## config.mk

```make
export PLATFORM = sky130hd
export DESIGN_NAME = fuse_prom_program_sequencer
export DESIGN_NICKNAME = d
export VERILOG_FILES = /design/src/core/prom_prog_pkg.sv /design/src/core/fuse_prom_program_sequencer.sv
export SDC_FILE = /design/constraint.sdc
export NUM_CORES = 1
export LEC_CHECK = 0
export ABC_CLOCK_PERIOD_IN_PS = 3700
export BUFFER_PORTS_ARGS = -buffer_cell sky130_fd_sc_hd__buf_2
export CAP_MARGIN = 20
export CORE_MARGIN = 2
export CORE_UTILIZATION = 56
export DETAILED_ROUTE_END_ITERATION = 10
export GPL_ROUTABILITY_DRIVEN = 0
export GPL_TIMING_DRIVEN = 1
export MAX_ROUTING_LAYER = met4
export PLACE_DENSITY = 0.77
export SLEW_MARGIN = 5
export SYNTH_ARGS = -nofsm -noshare
export SYNTH_HDL_FRONTEND = slang
export SYNTH_SLANG_ARGS = --single-unit
```

## constraint.sdc

```tcl
create_clock -name ref_clk -period 3.7 [get_ports ref_clk]
set_input_delay 0.185 -clock ref_clk [delete_from_list [all_inputs] [get_ports ref_clk]]
set_output_delay 0.185 -clock ref_clk [all_outputs]
set_load 0.03 [all_outputs]
```

## src/core/prom_prog_pkg.sv

```systemverilog
// constants and types for the fuse prom programming sequencer
package prom_prog_pkg;
    // ************************************************************
    // widths
    // ************************************************************
    localparam int ADDR_W = 12;
    localparam int DATA_W = 8;
    localparam int BIT_W = 3;
    localparam int CNT_W = 16;
    localparam int PULSE_W = 4;
    // ************************************************************
    // timing, clock 40 MHz
    // ************************************************************
    localparam int CLK_PERIOD_PS = 25000;
    localparam int STEP_DELAY_NS = 100;
    localparam int PULSE_WIDTH_NS = 10000;
    localparam int DUTY_PERCENT = 25;
    localparam int STEP_CYCLES_I = (STEP_DELAY_NS * 1000 + CLK_PERIOD_PS - 1) / CLK_PERIOD_PS;
    localparam int PULSE_CYCLES_I = (PULSE_WIDTH_NS * 1000) / CLK_PERIOD_PS;
    // elevated supply time is step + output step + pulse + fall; off time keeps it under a quarter
    localparam int HIGH_CYCLES_I = PULSE_CYCLES_I + 3 * STEP_CYCLES_I;
    localparam int COOL_CYCLES_I = HIGH_CYCLES_I * (100 - DUTY_PERCENT) / DUTY_PERCENT;
    localparam logic [CNT_W-1:0] STEP_CYCLES = CNT_W'(STEP_CYCLES_I);
    localparam logic [CNT_W-1:0] PULSE_CYCLES = CNT_W'(PULSE_CYCLES_I);
    localparam logic [CNT_W-1:0] COOL_CYCLES = CNT_W'(COOL_CYCLES_I);
    // ************************************************************
    // pulse counts
    // ************************************************************
    localparam logic [PULSE_W-1:0] MAX_PULSES = 4'h0_00A;
    localparam logic [PULSE_W-1:0] EXTRA_PULSES = 4'h0_005;
    // ************************************************************
    // supply level codes for the analog driver
    // ************************************************************
    typedef enum logic [1:0] {
        SUPPLY_NORMAL = 2'h0,
        SUPPLY_PROGRAM = 2'h1,
        SUPPLY_VERIFY_LOW = 2'h2,
        SUPPLY_VERIFY_HIGH = 2'h3
    } supply_level_t;
    // ************************************************************
    // sequencer states, one-hot
    // ************************************************************
    typedef enum logic [11:0] {
        ST_IDLE = 12'h0_001,
        ST_ADDR = 12'h0_002,
        ST_VCC_UP = 12'h0_004,
        ST_OUT_UP = 12'h0_008,
        ST_PULSE = 12'h0_010,
        ST_OUT_DN = 12'h0_020,
        ST_VCC_DN = 12'h0_040,
        ST_VFY_LO = 12'h0_080,
        ST_VFY_HI = 12'h0_100,
        ST_DECIDE = 12'h0_200,
        ST_COOL = 12'h0_400,
        ST_DONE = 12'h0_800
    } state_t;
endpackage

```

## src/core/fuse_prom_program_sequencer.sv

```systemverilog
// sequencer that blows one prom fuse bit per request and verifies it
// ************************************************************
// Overview of operation
// - per cycle: address while disabled, supply up, output up, enable pulse, back down.
// - only one output elevated per cycle, every other output left undriven.
// - at least 100 ns between consecutive sequence steps.
// - enable pulse starts at least 100 ns after output reaches programming level.
// - enable held 9 to 11 us, nominally 10 us.
// - command 10.5 to 11.5 V programming supply and output level.
// - elevated supply on at most 25 percent of the time; the code adds no cool-down after the last pulse of a request.
// - after each pulse read the bit at low and at high verify supply.
// - verify supply 4.0 V low and 6.0 V high.
// - repeat pulses, at most 10, until verification shows the bit blown.
// - after a good verify apply 5 more pulses to the same bit.
// - on a board enable only the target prom and drive only target output.
// - asynchronous registered variant uses the same sequence.
// - synchronous registered variant needs its enable clocked in to start and end pulse.
// ************************************************************
module fuse_prom_program_sequencer (
    input wire logic ref_clk,
    input wire logic reset_n,
    input wire logic start,
    input wire logic [prom_prog_pkg::ADDR_W-1:0] target_addr,
    input wire logic [prom_prog_pkg::BIT_W-1:0] target_bit,
    input wire logic sync_variant,
    output logic busy,
    output logic done,
    output logic fail,
    output logic [prom_prog_pkg::PULSE_W-1:0] pulses_used,
    output logic [prom_prog_pkg::ADDR_W-1:0] prom_addr,
    output logic prom_enable,
    output logic prom_clock,
    output logic [1:0] supply_level,
    output logic [prom_prog_pkg::DATA_W-1:0] output_programming_level,
    input wire logic [prom_prog_pkg::DATA_W-1:0] prom_data
);
    // ************************************************************
    // reset release and input synchronisers
    // ************************************************************
    logic rst_meta;
    logic rst_n;
    always_ff @(posedge ref_clk or negedge reset_n) begin
        if (!reset_n) begin
            rst_meta <= 1'b0;
            rst_n <= 1'b0;
        end else begin
            rst_meta <= 1'b1;
            rst_n <= rst_meta;
        end
    end

    // prom outputs settle on their own schedule, so they pass two flops before use
    logic [prom_prog_pkg::DATA_W-1:0] data_meta;
    logic [prom_prog_pkg::DATA_W-1:0] data_sync;
    always_ff @(posedge ref_clk or negedge rst_n) begin
        if (!rst_n) begin
            data_meta <= '0;
            data_sync <= '0;
        end else begin
            data_meta <= prom_data;
            data_sync <= data_meta;
        end
    end

    // ************************************************************
    // state and counters
    // ************************************************************
    prom_prog_pkg::state_t state;
    prom_prog_pkg::state_t next_state;
    logic [prom_prog_pkg::CNT_W-1:0] timer;
    logic [prom_prog_pkg::CNT_W-1:0] next_timer;
    logic [prom_prog_pkg::PULSE_W-1:0] extra_cnt;
    logic [prom_prog_pkg::ADDR_W-1:0] addr_q;
    logic [prom_prog_pkg::BIT_W-1:0] bit_q;
    logic sync_q;
    logic blown_lo;
    logic blown_hi;
    logic verified;

    // a step lasts its count plus one cycle, so every minimum delay is met with margin
    wire timer_done = (timer == '0);
    // a blown bit reads high at both verify supplies
    wire bit_read = data_sync[bit_q];
    wire both_ok = blown_lo & blown_hi;
    wire out_of_pulses = (pulses_used >= prom_prog_pkg::MAX_PULSES);
    wire extra_done = (extra_cnt >= prom_prog_pkg::EXTRA_PULSES);
    wire [prom_prog_pkg::DATA_W-1:0] bit_onehot = prom_prog_pkg::DATA_W'(1) << bit_q;

    always_comb begin
        next_state = state;
        next_timer = timer_done ? '0 : timer - 16'h0_001;
        case (state)
            prom_prog_pkg::ST_IDLE: begin
                next_timer = prom_prog_pkg::STEP_CYCLES;
                if (start) begin
                    next_state = prom_prog_pkg::ST_ADDR;
                end
            end
            prom_prog_pkg::ST_ADDR: begin
                if (timer_done) begin
                    next_state = prom_prog_pkg::ST_VCC_UP;
                    next_timer = prom_prog_pkg::STEP_CYCLES;
                end
            end
            prom_prog_pkg::ST_VCC_UP: begin
                if (timer_done) begin
                    next_state = prom_prog_pkg::ST_OUT_UP;
                    next_timer = prom_prog_pkg::STEP_CYCLES;
                end
            end
            prom_prog_pkg::ST_OUT_UP: begin
                if (timer_done) begin
                    next_state = prom_prog_pkg::ST_PULSE;
                    next_timer = prom_prog_pkg::PULSE_CYCLES;
                end
            end
            prom_prog_pkg::ST_PULSE: begin
                if (timer_done) begin
                    next_state = prom_prog_pkg::ST_OUT_DN;
                    next_timer = prom_prog_pkg::STEP_CYCLES;
                end
            end
            prom_prog_pkg::ST_OUT_DN: begin
                if (timer_done) begin
                    next_state = prom_prog_pkg::ST_VCC_DN;
                    next_timer = prom_prog_pkg::STEP_CYCLES;
                end
            end
            prom_prog_pkg::ST_VCC_DN: begin
                if (timer_done) begin
                    next_state = prom_prog_pkg::ST_VFY_LO;
                    next_timer = prom_prog_pkg::STEP_CYCLES;
                end
            end
            prom_prog_pkg::ST_VFY_LO: begin
                if (timer_done) begin
                    next_state = prom_prog_pkg::ST_VFY_HI;
                    next_timer = prom_prog_pkg::STEP_CYCLES;
                end
            end
            prom_prog_pkg::ST_VFY_HI: begin
                if (timer_done) begin
                    next_state = prom_prog_pkg::ST_DECIDE;
                end
            end
            prom_prog_pkg::ST_DECIDE: begin
                // every pulse except the last of a request is followed by a cool-down so the raised supply stays under a quarter
                next_timer = prom_prog_pkg::COOL_CYCLES;
                if (verified && extra_done) begin
                    next_state = prom_prog_pkg::ST_DONE;
                end else if (!verified && !both_ok && out_of_pulses) begin
                    next_state = prom_prog_pkg::ST_DONE;
                end else begin
                    next_state = prom_prog_pkg::ST_COOL;
                end
            end
            prom_prog_pkg::ST_COOL: begin
                if (timer_done) begin
                    next_state = prom_prog_pkg::ST_VCC_UP;
                    next_timer = prom_prog_pkg::STEP_CYCLES;
                end
            end
            prom_prog_pkg::ST_DONE: begin
                next_state = prom_prog_pkg::ST_IDLE;
            end
            default: begin
                next_state = prom_prog_pkg::ST_IDLE;
            end
        endcase
    end

    always_ff @(posedge ref_clk or negedge rst_n) begin
        if (!rst_n) begin
            state <= prom_prog_pkg::ST_IDLE;
            timer <= '0;
        end else begin
            state <= next_state;
            timer <= next_timer;
        end
    end

    // ************************************************************
    // request capture, verify results, pulse counting
    // ************************************************************
    wire in_idle = (state == prom_prog_pkg::ST_IDLE);
    wire in_decide = (state == prom_prog_pkg::ST_DECIDE);
    wire pulse_end = (state == prom_prog_pkg::ST_PULSE) && timer_done;
    // sample at the end of each verify window so the read has settled
    wire lo_sample = (state == prom_prog_pkg::ST_VFY_LO) && timer_done;
    wire hi_sample = (state == prom_prog_pkg::ST_VFY_HI) && timer_done;

    always_ff @(posedge ref_clk or negedge rst_n) begin
        if (!rst_n) begin
            addr_q <= '0;
            bit_q <= '0;
            sync_q <= 1'b0;
        end else if (in_idle && start) begin
            addr_q <= target_addr;
            bit_q <= target_bit;
            sync_q <= sync_variant;
        end
    end

    always_ff @(posedge ref_clk or negedge rst_n) begin
        if (!rst_n) begin
            blown_lo <= 1'b0;
            blown_hi <= 1'b0;
        end else if (lo_sample) begin
            // both results are refreshed before every decide, so an earlier request never counts
            blown_lo <= bit_read;
        end else if (hi_sample) begin
            blown_hi <= bit_read;
        end
    end

    always_ff @(posedge ref_clk or negedge rst_n) begin
        if (!rst_n) begin
            pulses_used <= '0;
            extra_cnt <= '0;
            verified <= 1'b0;
        end else if (in_idle && start) begin
            pulses_used <= '0;
            extra_cnt <= '0;
            verified <= 1'b0;
        end else if (pulse_end) begin
            // extra pulses are counted apart so pulses_used reports only the main ones
            if (verified) begin
                extra_cnt <= extra_cnt + 4'h0_001;
            end else begin
                pulses_used <= pulses_used + 4'h0_001;
            end
        end else if (in_decide && both_ok) begin
            verified <= 1'b1;
        end
    end

    always_ff @(posedge ref_clk or negedge rst_n) begin
        if (!rst_n) begin
            done <= 1'b0;
            fail <= 1'b0;
        end else if (in_idle && start) begin
            done <= 1'b0;
            fail <= 1'b0;
        end else if (state == prom_prog_pkg::ST_DONE) begin
            // done and fail stand until the next accepted request
            done <= 1'b1;
            fail <= ~verified;
        end
    end

    // ************************************************************
    // pin drive
    // ************************************************************
    wire supply_high = (state == prom_prog_pkg::ST_VCC_UP) || (state == prom_prog_pkg::ST_OUT_UP) ||
                       (state == prom_prog_pkg::ST_PULSE) || (state == prom_prog_pkg::ST_OUT_DN);
    wire out_high = (state == prom_prog_pkg::ST_OUT_UP) || (state == prom_prog_pkg::ST_PULSE);
    wire pulse_on = (state == prom_prog_pkg::ST_PULSE);
    wire verifying = (state == prom_prog_pkg::ST_VFY_LO) || (state == prom_prog_pkg::ST_VFY_HI);
    wire out_up_last = (state == prom_prog_pkg::ST_OUT_UP) && timer_done;
    wire pulse_first = pulse_on && (timer == prom_prog_pkg::PULSE_CYCLES);
    wire pulse_body = pulse_on && (timer > 16'h0_001);
    // plain parts see the enable pin directly for the whole pulse
    wire plain_enable = !sync_q && pulse_on;
    // registered parts: enable moves one cycle before each tick, so the part
    // always latches a settled level
    wire reg_enable = sync_q && (out_up_last || pulse_body);
    // start tick latches enable high, end tick latches it low, one pulse width apart
    wire edge_tick = sync_q && (pulse_first || pulse_end);

    always_ff @(posedge ref_clk or negedge rst_n) begin
        if (!rst_n) begin
            // pins park at normal levels in reset so no fuse ever sees programming voltage
            prom_addr <= '0;
            prom_enable <= 1'b0;
            prom_clock <= 1'b0;
            supply_level <= prom_prog_pkg::SUPPLY_NORMAL;
            output_programming_level <= '0;
        end else begin
            prom_addr <= addr_q;
            // verify reads enable the part too; supply sits at a verify level then, so nothing blows
            prom_enable <= plain_enable || reg_enable || verifying;
            prom_clock <= edge_tick;
            if (supply_high) begin
                supply_level <= prom_prog_pkg::SUPPLY_PROGRAM;
            end else if (state == prom_prog_pkg::ST_VFY_LO) begin
                supply_level <= prom_prog_pkg::SUPPLY_VERIFY_LOW;
            end else if (state == prom_prog_pkg::ST_VFY_HI) begin
                supply_level <= prom_prog_pkg::SUPPLY_VERIFY_HIGH;
            end else begin
                supply_level <= prom_prog_pkg::SUPPLY_NORMAL;
            end
            // only the target output is raised, others left open
            output_programming_level <= out_high ? bit_onehot : '0;
        end
    end

    // busy comes straight from state, so a second request is refused from the next cycle on
    assign busy = ~in_idle;
endmodule

```

# ---- Yosys cells after proc, flatten, opt, wreduce, memory -nomap -nowiden
# Index checks and enable logic that the tools add are counted.
dict set report classes {
  add_sub_neg 3
  order_cmp 4
  eq_ne 24
  shift 1
  n_mux 35
  bitwise 4
  n_reduce_logical 38
}
# op count
set op_table {}
lappend op_table {{$mux 12} 11}
lappend op_table {{$pmux 12 s10} 1}
lappend op_table {{$pmux 16 s4} 1}
lappend op_table {{$mux 16} 3}
lappend op_table {{$mux 4} 6}
lappend op_table {{$eq 16x9->1 const B} 1}
lappend op_table {{$gt 16x1->1 const B} 1}
lappend op_table {{$logic_not 16->1} 1}
lappend op_table {{$ne 2x2->1 const B} 8}
lappend op_table {{$sub 16x1->16 const B} 1}
lappend op_table {{$logic_and 1x1->1} 14}
lappend op_table {{$eq 12x1->1 const B} 1}
lappend op_table {{$eq 12x10->1 const B} 1}
lappend op_table {{$eq 12x11->1 const B} 1}
lappend op_table {{$eq 12x12->1 const B} 1}
lappend op_table {{$eq 12x2->1 const B} 1}
lappend op_table {{$eq 12x3->1 const B} 1}
lappend op_table {{$eq 12x4->1 const B} 1}
lappend op_table {{$eq 12x5->1 const B} 1}
lappend op_table {{$eq 12x6->1 const B} 1}
lappend op_table {{$eq 12x7->1 const B} 1}
lappend op_table {{$eq 12x8->1 const B} 1}
lappend op_table {{$eq 12x9->1 const B} 1}
lappend op_table {{$logic_or 1x1->1} 9}
lappend op_table {{18 further kinds} 40}
dict set report word_totals {
  ff_bits 99
  inputBits 27
}

# ---- Logic depth before layout (Yosys ltp)
dict set report depth {
  depth_word 7
  ltp_mapped 8
}

# ---- Worst setup path before layout
# Ideal clock, no wire load.
dict set report synth_timing {
  kind {reg2reg}
  from {reg timer[11] (netlist name)}
  to {reg blown_lo}
  arrival_ps 2117
  slack_ps 1458
  stages_incl_launch_ff 6
  cell_sequence {dfrtp_1 or4_4 and4bb_2 nand2_2 or3_1 mux2_4}
}
dict set report synth_via {
  elab_chain_len 2
}
# element line
set synth_rtl {}
lappend synth_rtl {{start: declaration} fuse_prom_program_sequencer.sv:70} ;# logic [prom_prog_pkg::CNT_W-1:0] timer;
lappend synth_rtl {{start signal: assignment} fuse_prom_program_sequencer.sv:178} ;# timer <= next_timer;
lappend synth_rtl {{$logic_not 16->1} fuse_prom_program_sequencer.sv:81} ;# wire timer_done = (timer == '0);
lappend synth_rtl {{$logic_and 1x1->1} fuse_prom_program_sequencer.sv:189} ;# wire lo_sample = (state == prom_prog_pkg::ST_VFY_LO) && timer_done;
lappend synth_rtl {{end signal: assignment} fuse_prom_program_sequencer.sv:210} ;# blown_lo <= bit_read;
lappend synth_rtl {{end: declaration} fuse_prom_program_sequencer.sv:76} ;# logic blown_lo;
# No other way between the ends.
# A chain may end at the register's enable or synchronous reset.

# ---- Worst setup path in the final report
dict set report layout_timing {
  from {reg state[5]}
  to {reg pulses_used[1] (netlist name)}
}
dict set report layout_via {
  elab_chain_len 4
}
# element line
set layout_rtl {}
lappend layout_rtl {{start: declaration} fuse_prom_program_sequencer.sv:68} ;# prom_prog_pkg::state_t state;
lappend layout_rtl {{start signal: assignment} fuse_prom_program_sequencer.sv:174} ;# state <= prom_prog_pkg::ST_IDLE;
lappend layout_rtl {{start signal: assignment} fuse_prom_program_sequencer.sv:177} ;# state <= next_state;
lappend layout_rtl {{$eq 12x1->1 / $eq 12x5->1 (equally long branches)} {fuse_prom_program_sequencer.sv:185, fuse_prom_program_sequencer.sv:187}}
lappend layout_rtl {{$logic_and 1x1->1, on equally long branches} {fuse_prom_program_sequencer.sv:221, fuse_prom_program_sequencer.sv:187}}
lappend layout_rtl {{$ne 2x1->1 (no source line) / $reduce_bool 2->1 (equally long branches)} --}
lappend layout_rtl {{$reduce_and 2->1 (no source line)} --}
lappend layout_rtl {{end signal: assignment} fuse_prom_program_sequencer.sv:230} ;# pulses_used <= pulses_used + 4'h0_001;
lappend layout_rtl {{end: declaration} fuse_prom_program_sequencer.sv:29} ;# output logic [prom_prog_pkg::PULSE_W-1:0] pulses_used,
# Several ways; a longest one is shown, not always the timed one.

==> impl_metrics.py <==
metrics = {
    "worst_setup_path": {
        "worstSetupPathType": "reg -> reg",
        "startpoint_kind_of_the_worst_setup_timing_path": "flip-flop",
        "worstSetupEndpointType": "flip-flop",
        "worst_ep_required_time_ps": 3950,
        "wp_data_arrival_ps": 2990,
        "worstPathMaxFanout": 18,
    },
    "clocking": {
        "clkTransAtPathRegs_ps": 100,
        "cts_buffer_depth": 2,
        "worst_skew_pair.late_latency_ps": 360,
        "cts_tree": "yes",
        "cts_htree_levels": 3,
        "cts.root.buffer_cell": "clkbuf_8",
        "cts.sinks": 99,
        "postCtsSetupRepairBufs": 0,
        "cts_buffers": 9,
    },
    "global_routing": {
        "gr-total-overflow": 0,
        "grt_pass1_vias": 2671,
        "grt_antenna_before_repair": 0,
        "grt_pass1_wl_um": 12340,
        "global_routing_usage_summed_across_all_routing_layers": 0.2151,
        "grt_max_degree": 80,
    },
    "synthesis": {
        "synth_area_um2": 3993,
        "fraction_of_synthesized_cell_area_taken_by_the_top_area_cell_type": 0.6142,
        "ys_async_sr_fraction": 1.000,
        "post_synth_inst_count": 360,
        "synth.net_count": 394,
        "top_cell_type_by_total_area_after_synthesis": "dfrtp_1",
        "count_of_flip_flops_with_a_built_in_enable_after_synthesis": 0,
        "ys_dominant_reg_cell": "dfrtp_1",
        "synth_sequential_area_ratio": 0.6208,
        "yosys_register_bits": 99,
        "ys.warnings.count": 0,
        "post_synth.cell_area_avg_um2": 11.09,
        "ys_types": 49,
        "synthTopCellsByArea": "dfrtp_1, nand2_1, nor2_1",
    },
    "drt": {
        "avgRoutedWirePerCell_um": 13.97,
        "dr.pass1.iters": 4,
        "antenna_violating_nets_post_route": 0,
        "post-route-drc-count": 0,
        "initialDrtViolationCount": 188,
        "route.vias.total": 2842,
        "post_drt_via_cell_ratio": 5.312,
        "routed_wl_um": 7476,
    },
    "timing": {
        "grt_setup_unrepaired": "false",
        "finalWorstSetupSlack_ps": 958.3,
        "period_minus_slack_ps": 2742,
        "final.period_utilization": 0.7410,
        "finalHoldViolCount": 0,
        "maxClockFrequency_mhz": 364.7,
        "timing.final.max_slew_violations": 0,
        "worst_pin_slew_ps": 961.9,
        "total_neg_setup_slack_ps": 0,
        "skew_ps": 11.82,
        "slew_headroom": 0.3587,
        "final-setup-viol-count": 0,
    },
    "die": {
        "dieHeight_um": 88.44,
        "dieArea_um2": 7821,
        "floorplan.io_pins": 58,
        "initial_cell_density_of_the_core": 0.5844,
        "std_cell_rows": 30,
        "design.core.area_um2": 6832,
        "die_width_um": 88.44,
    },
    "cells_and_area": {
        "inserted_diodes": 0,
        "post_route_cells_drive_above_1_share": 0.2050,
        "final_util": 0.6908,
        "fill_cells": 517,
        "design_area_um2": 4720,
        "signed_area_change_from_the_synthesized_netlist_to_the_final_layout_pct": 18.21,
        "layout.nets": 468,
    },
    "pwr": {
        "power_density_nw_per_um2": 644.0,
        "vdd.ir_drop.worst_v": 0.0003106,
        "overall_power_uw": 3039,
        "power.static_leakage_uw": 0.002311,
    },
    "placed_design": {
        "post-dp-hpwl_um": 5124,
        "numPortBuffers": 57,
        "place_area_um2": 4382,
        "place_worst_setup_slack_ps": 1058,
    },
    "job": {
        "cap_viol_max_count": 0,
    },
    "worst_hold_path": {
        "min_path_type": "in -> reg",
    },
    "status": {
        "outcome": "completed",
    },
}
-- cell usage in the layout, fill, tap and decap left out, types with 2 or more instances in the layout --
master / netlist / final
dfrtp_1: 98 / 97
nand2_1: 66 / 66
buf_2: 4 / 57
nor2_1: 34 / 34
nand4_1: 15 / 15
dlygate4sd3_1: 0 / 13
o21ai_0: 12 / 12
inv_1: 10 / 10
nor2b_1: 10 / 10
xnor2_1: 10 / 10
clkbuf_8: 0 / 10
nor3_1: 9 / 9
a21oi_1: 7 / 7
nand3_1: 7 / 7
nand2b_1: 7 / 7
ha_1: 7 / 7
xor2_1: 6 / 6
nor4_1: 4 / 4
or3_1: 4 / 4
o22ai_1: 4 / 4
and2_1: 3 / 3
mux2i_1: 3 / 3
buf_4: 0 / 3
nor4_2: 2 / 2
and3_1: 2 / 2
o31ai_1: 2 / 2
nand4b_1: 2 / 2
mux4_2: 2 / 2
mux2_2: 2 / 2
o32ai_1: 2 / 2
clkinvlp_4: 0 / 2
-- cell usage after synthesis (2+ instances only) --
cell type / n
dfrtp_1: 98
nand2_1: 66
nor2_1: 34
nand4_1: 15
o21ai_0: 12
inv_1: 10
nor2b_1: 10
xnor2_1: 10
nor3_1: 9
a21oi_1: 7
ha_1: 7
nand2b_1: 7
nand3_1: 7
xor2_1: 6
clkbuf_1: 5
buf_2: 4
nor4_1: 4
o22ai_1: 4
or3_1: 4
and2_1: 3
mux2i_1: 3
and3_1: 2
mux2_2: 2
mux4_2: 2
nand4b_1: 2
nor4_2: 2
o31ai_1: 2
o32ai_1: 2
-- repair_timing --
| item | in CTS | in global routing |
|---|---|---|
| hold buffers | 13 | 0 |
| endpoints found under the hold margin | 14 | 0 |
| gates resized for setup | 0 | 0 |
-- final cells by class --
type | instances | area [um2] | area share
clock buffers | 10 | 137.6 | 0.02916
clock inverters | 6 | 70.07 | 0.01485
multi-input cells | 241 | 1434 | 0.3038
repair buffers | 73 | 437.9 | 0.09279
well taps | 96 | 120.1 | 0.02545
flip-flops and latches | 99 | 2482 | 0.5260
inverters | 10 | 37.54 | 0.007953
-- per-stage QoR --
step | cells | hold WS, ps
after CTS | 535 | 2.529
after detailed placement | 506 | -29.07
after global routing | 535 | 1.802
final | 535 | 10.99
after floorplan | 360 | -110.6
after global placement | 506 | -30.72
-- metal layers --
layer	global-route usage	routed length, um	vias up
li1	-	-	1379
met1	0.2983	3460	1362
met2	0.3131	3501	87
met3	0.04757	370	14
met4	0.08264	143	0
met5	-	0	-
-- registers in the layout, indices dropped and copies added, names as in the netlist --
name,count
rst_n,1
state,12
verified,1
blown_hi,1
sync_q,1
addr_q,12
blown_lo,1
done,1
bit_q,3
data_sync,8
supply_level,2
timer,16
prom_clock,1
data_meta,8
rst_meta,1
output_programming_level,8
fail,1
prom_enable,1
pulses_used,4
prom_addr,12
extra_cnt,4
-- cell families (layout without fill, tap and decap cells) --
kind of cell | count (synthesis) | count (layout) | share of synthesized area
other | 1 | 1 | 0.0009392
AOI/OAI and AO/OA | 37 | 37 | 0.05798
and+or+nand+nor | 172 | 172 | 0.2150
xor gates and xnor gates | 16 | 16 | 0.03510
DFF | 99 | 99 | 0.6208
adders and majority gates | 7 | 7 | 0.02194
buffers and inverters | 20 | 99 | 0.02006
muxes | 8 | 8 | 0.02820
-- path summary, 6_finish.rpt --
check                                  startpoint                         end  slack (ps)  cells past startpoint
max                          state[5]$_DFFE_PN0P_  pulses_used[1]$_DFFE_PN0P_         960                      6
max reg2reg                  state[5]$_DFFE_PN0P_  pulses_used[1]$_DFFE_PN0P_         960                      6
max in group asynchronous         rst_n$_DFF_PN0_        bit_q[2]$_DFFE_PN0P_        2390                      1
min                                target_addr[8]       addr_q[8]$_DFFE_PN0P_          10                      3
min in group asynchronous                 reset_n             rst_n$_DFF_PN0_         130                      2
min reg2reg                data_meta[3]$_DFF_PN0_      data_sync[3]$_DFF_PN0_         360                      0
-- report_power, final --
part	internal (uW)	switching, uW	leakage [uW]
sequential	1290	163	0.00128
clock	337	369	0.000101
combinational	313	566	0.000929
-- worst max-delay path: stages (launching register included) --
cell	delay, ps
dfrtp_1	430
nor4_1	820
and3_1	430
and2_1	350
buf_4	300
nor3_1	80
a31o_2	210
Note: power is estimated with default switching activity, not from simulation.
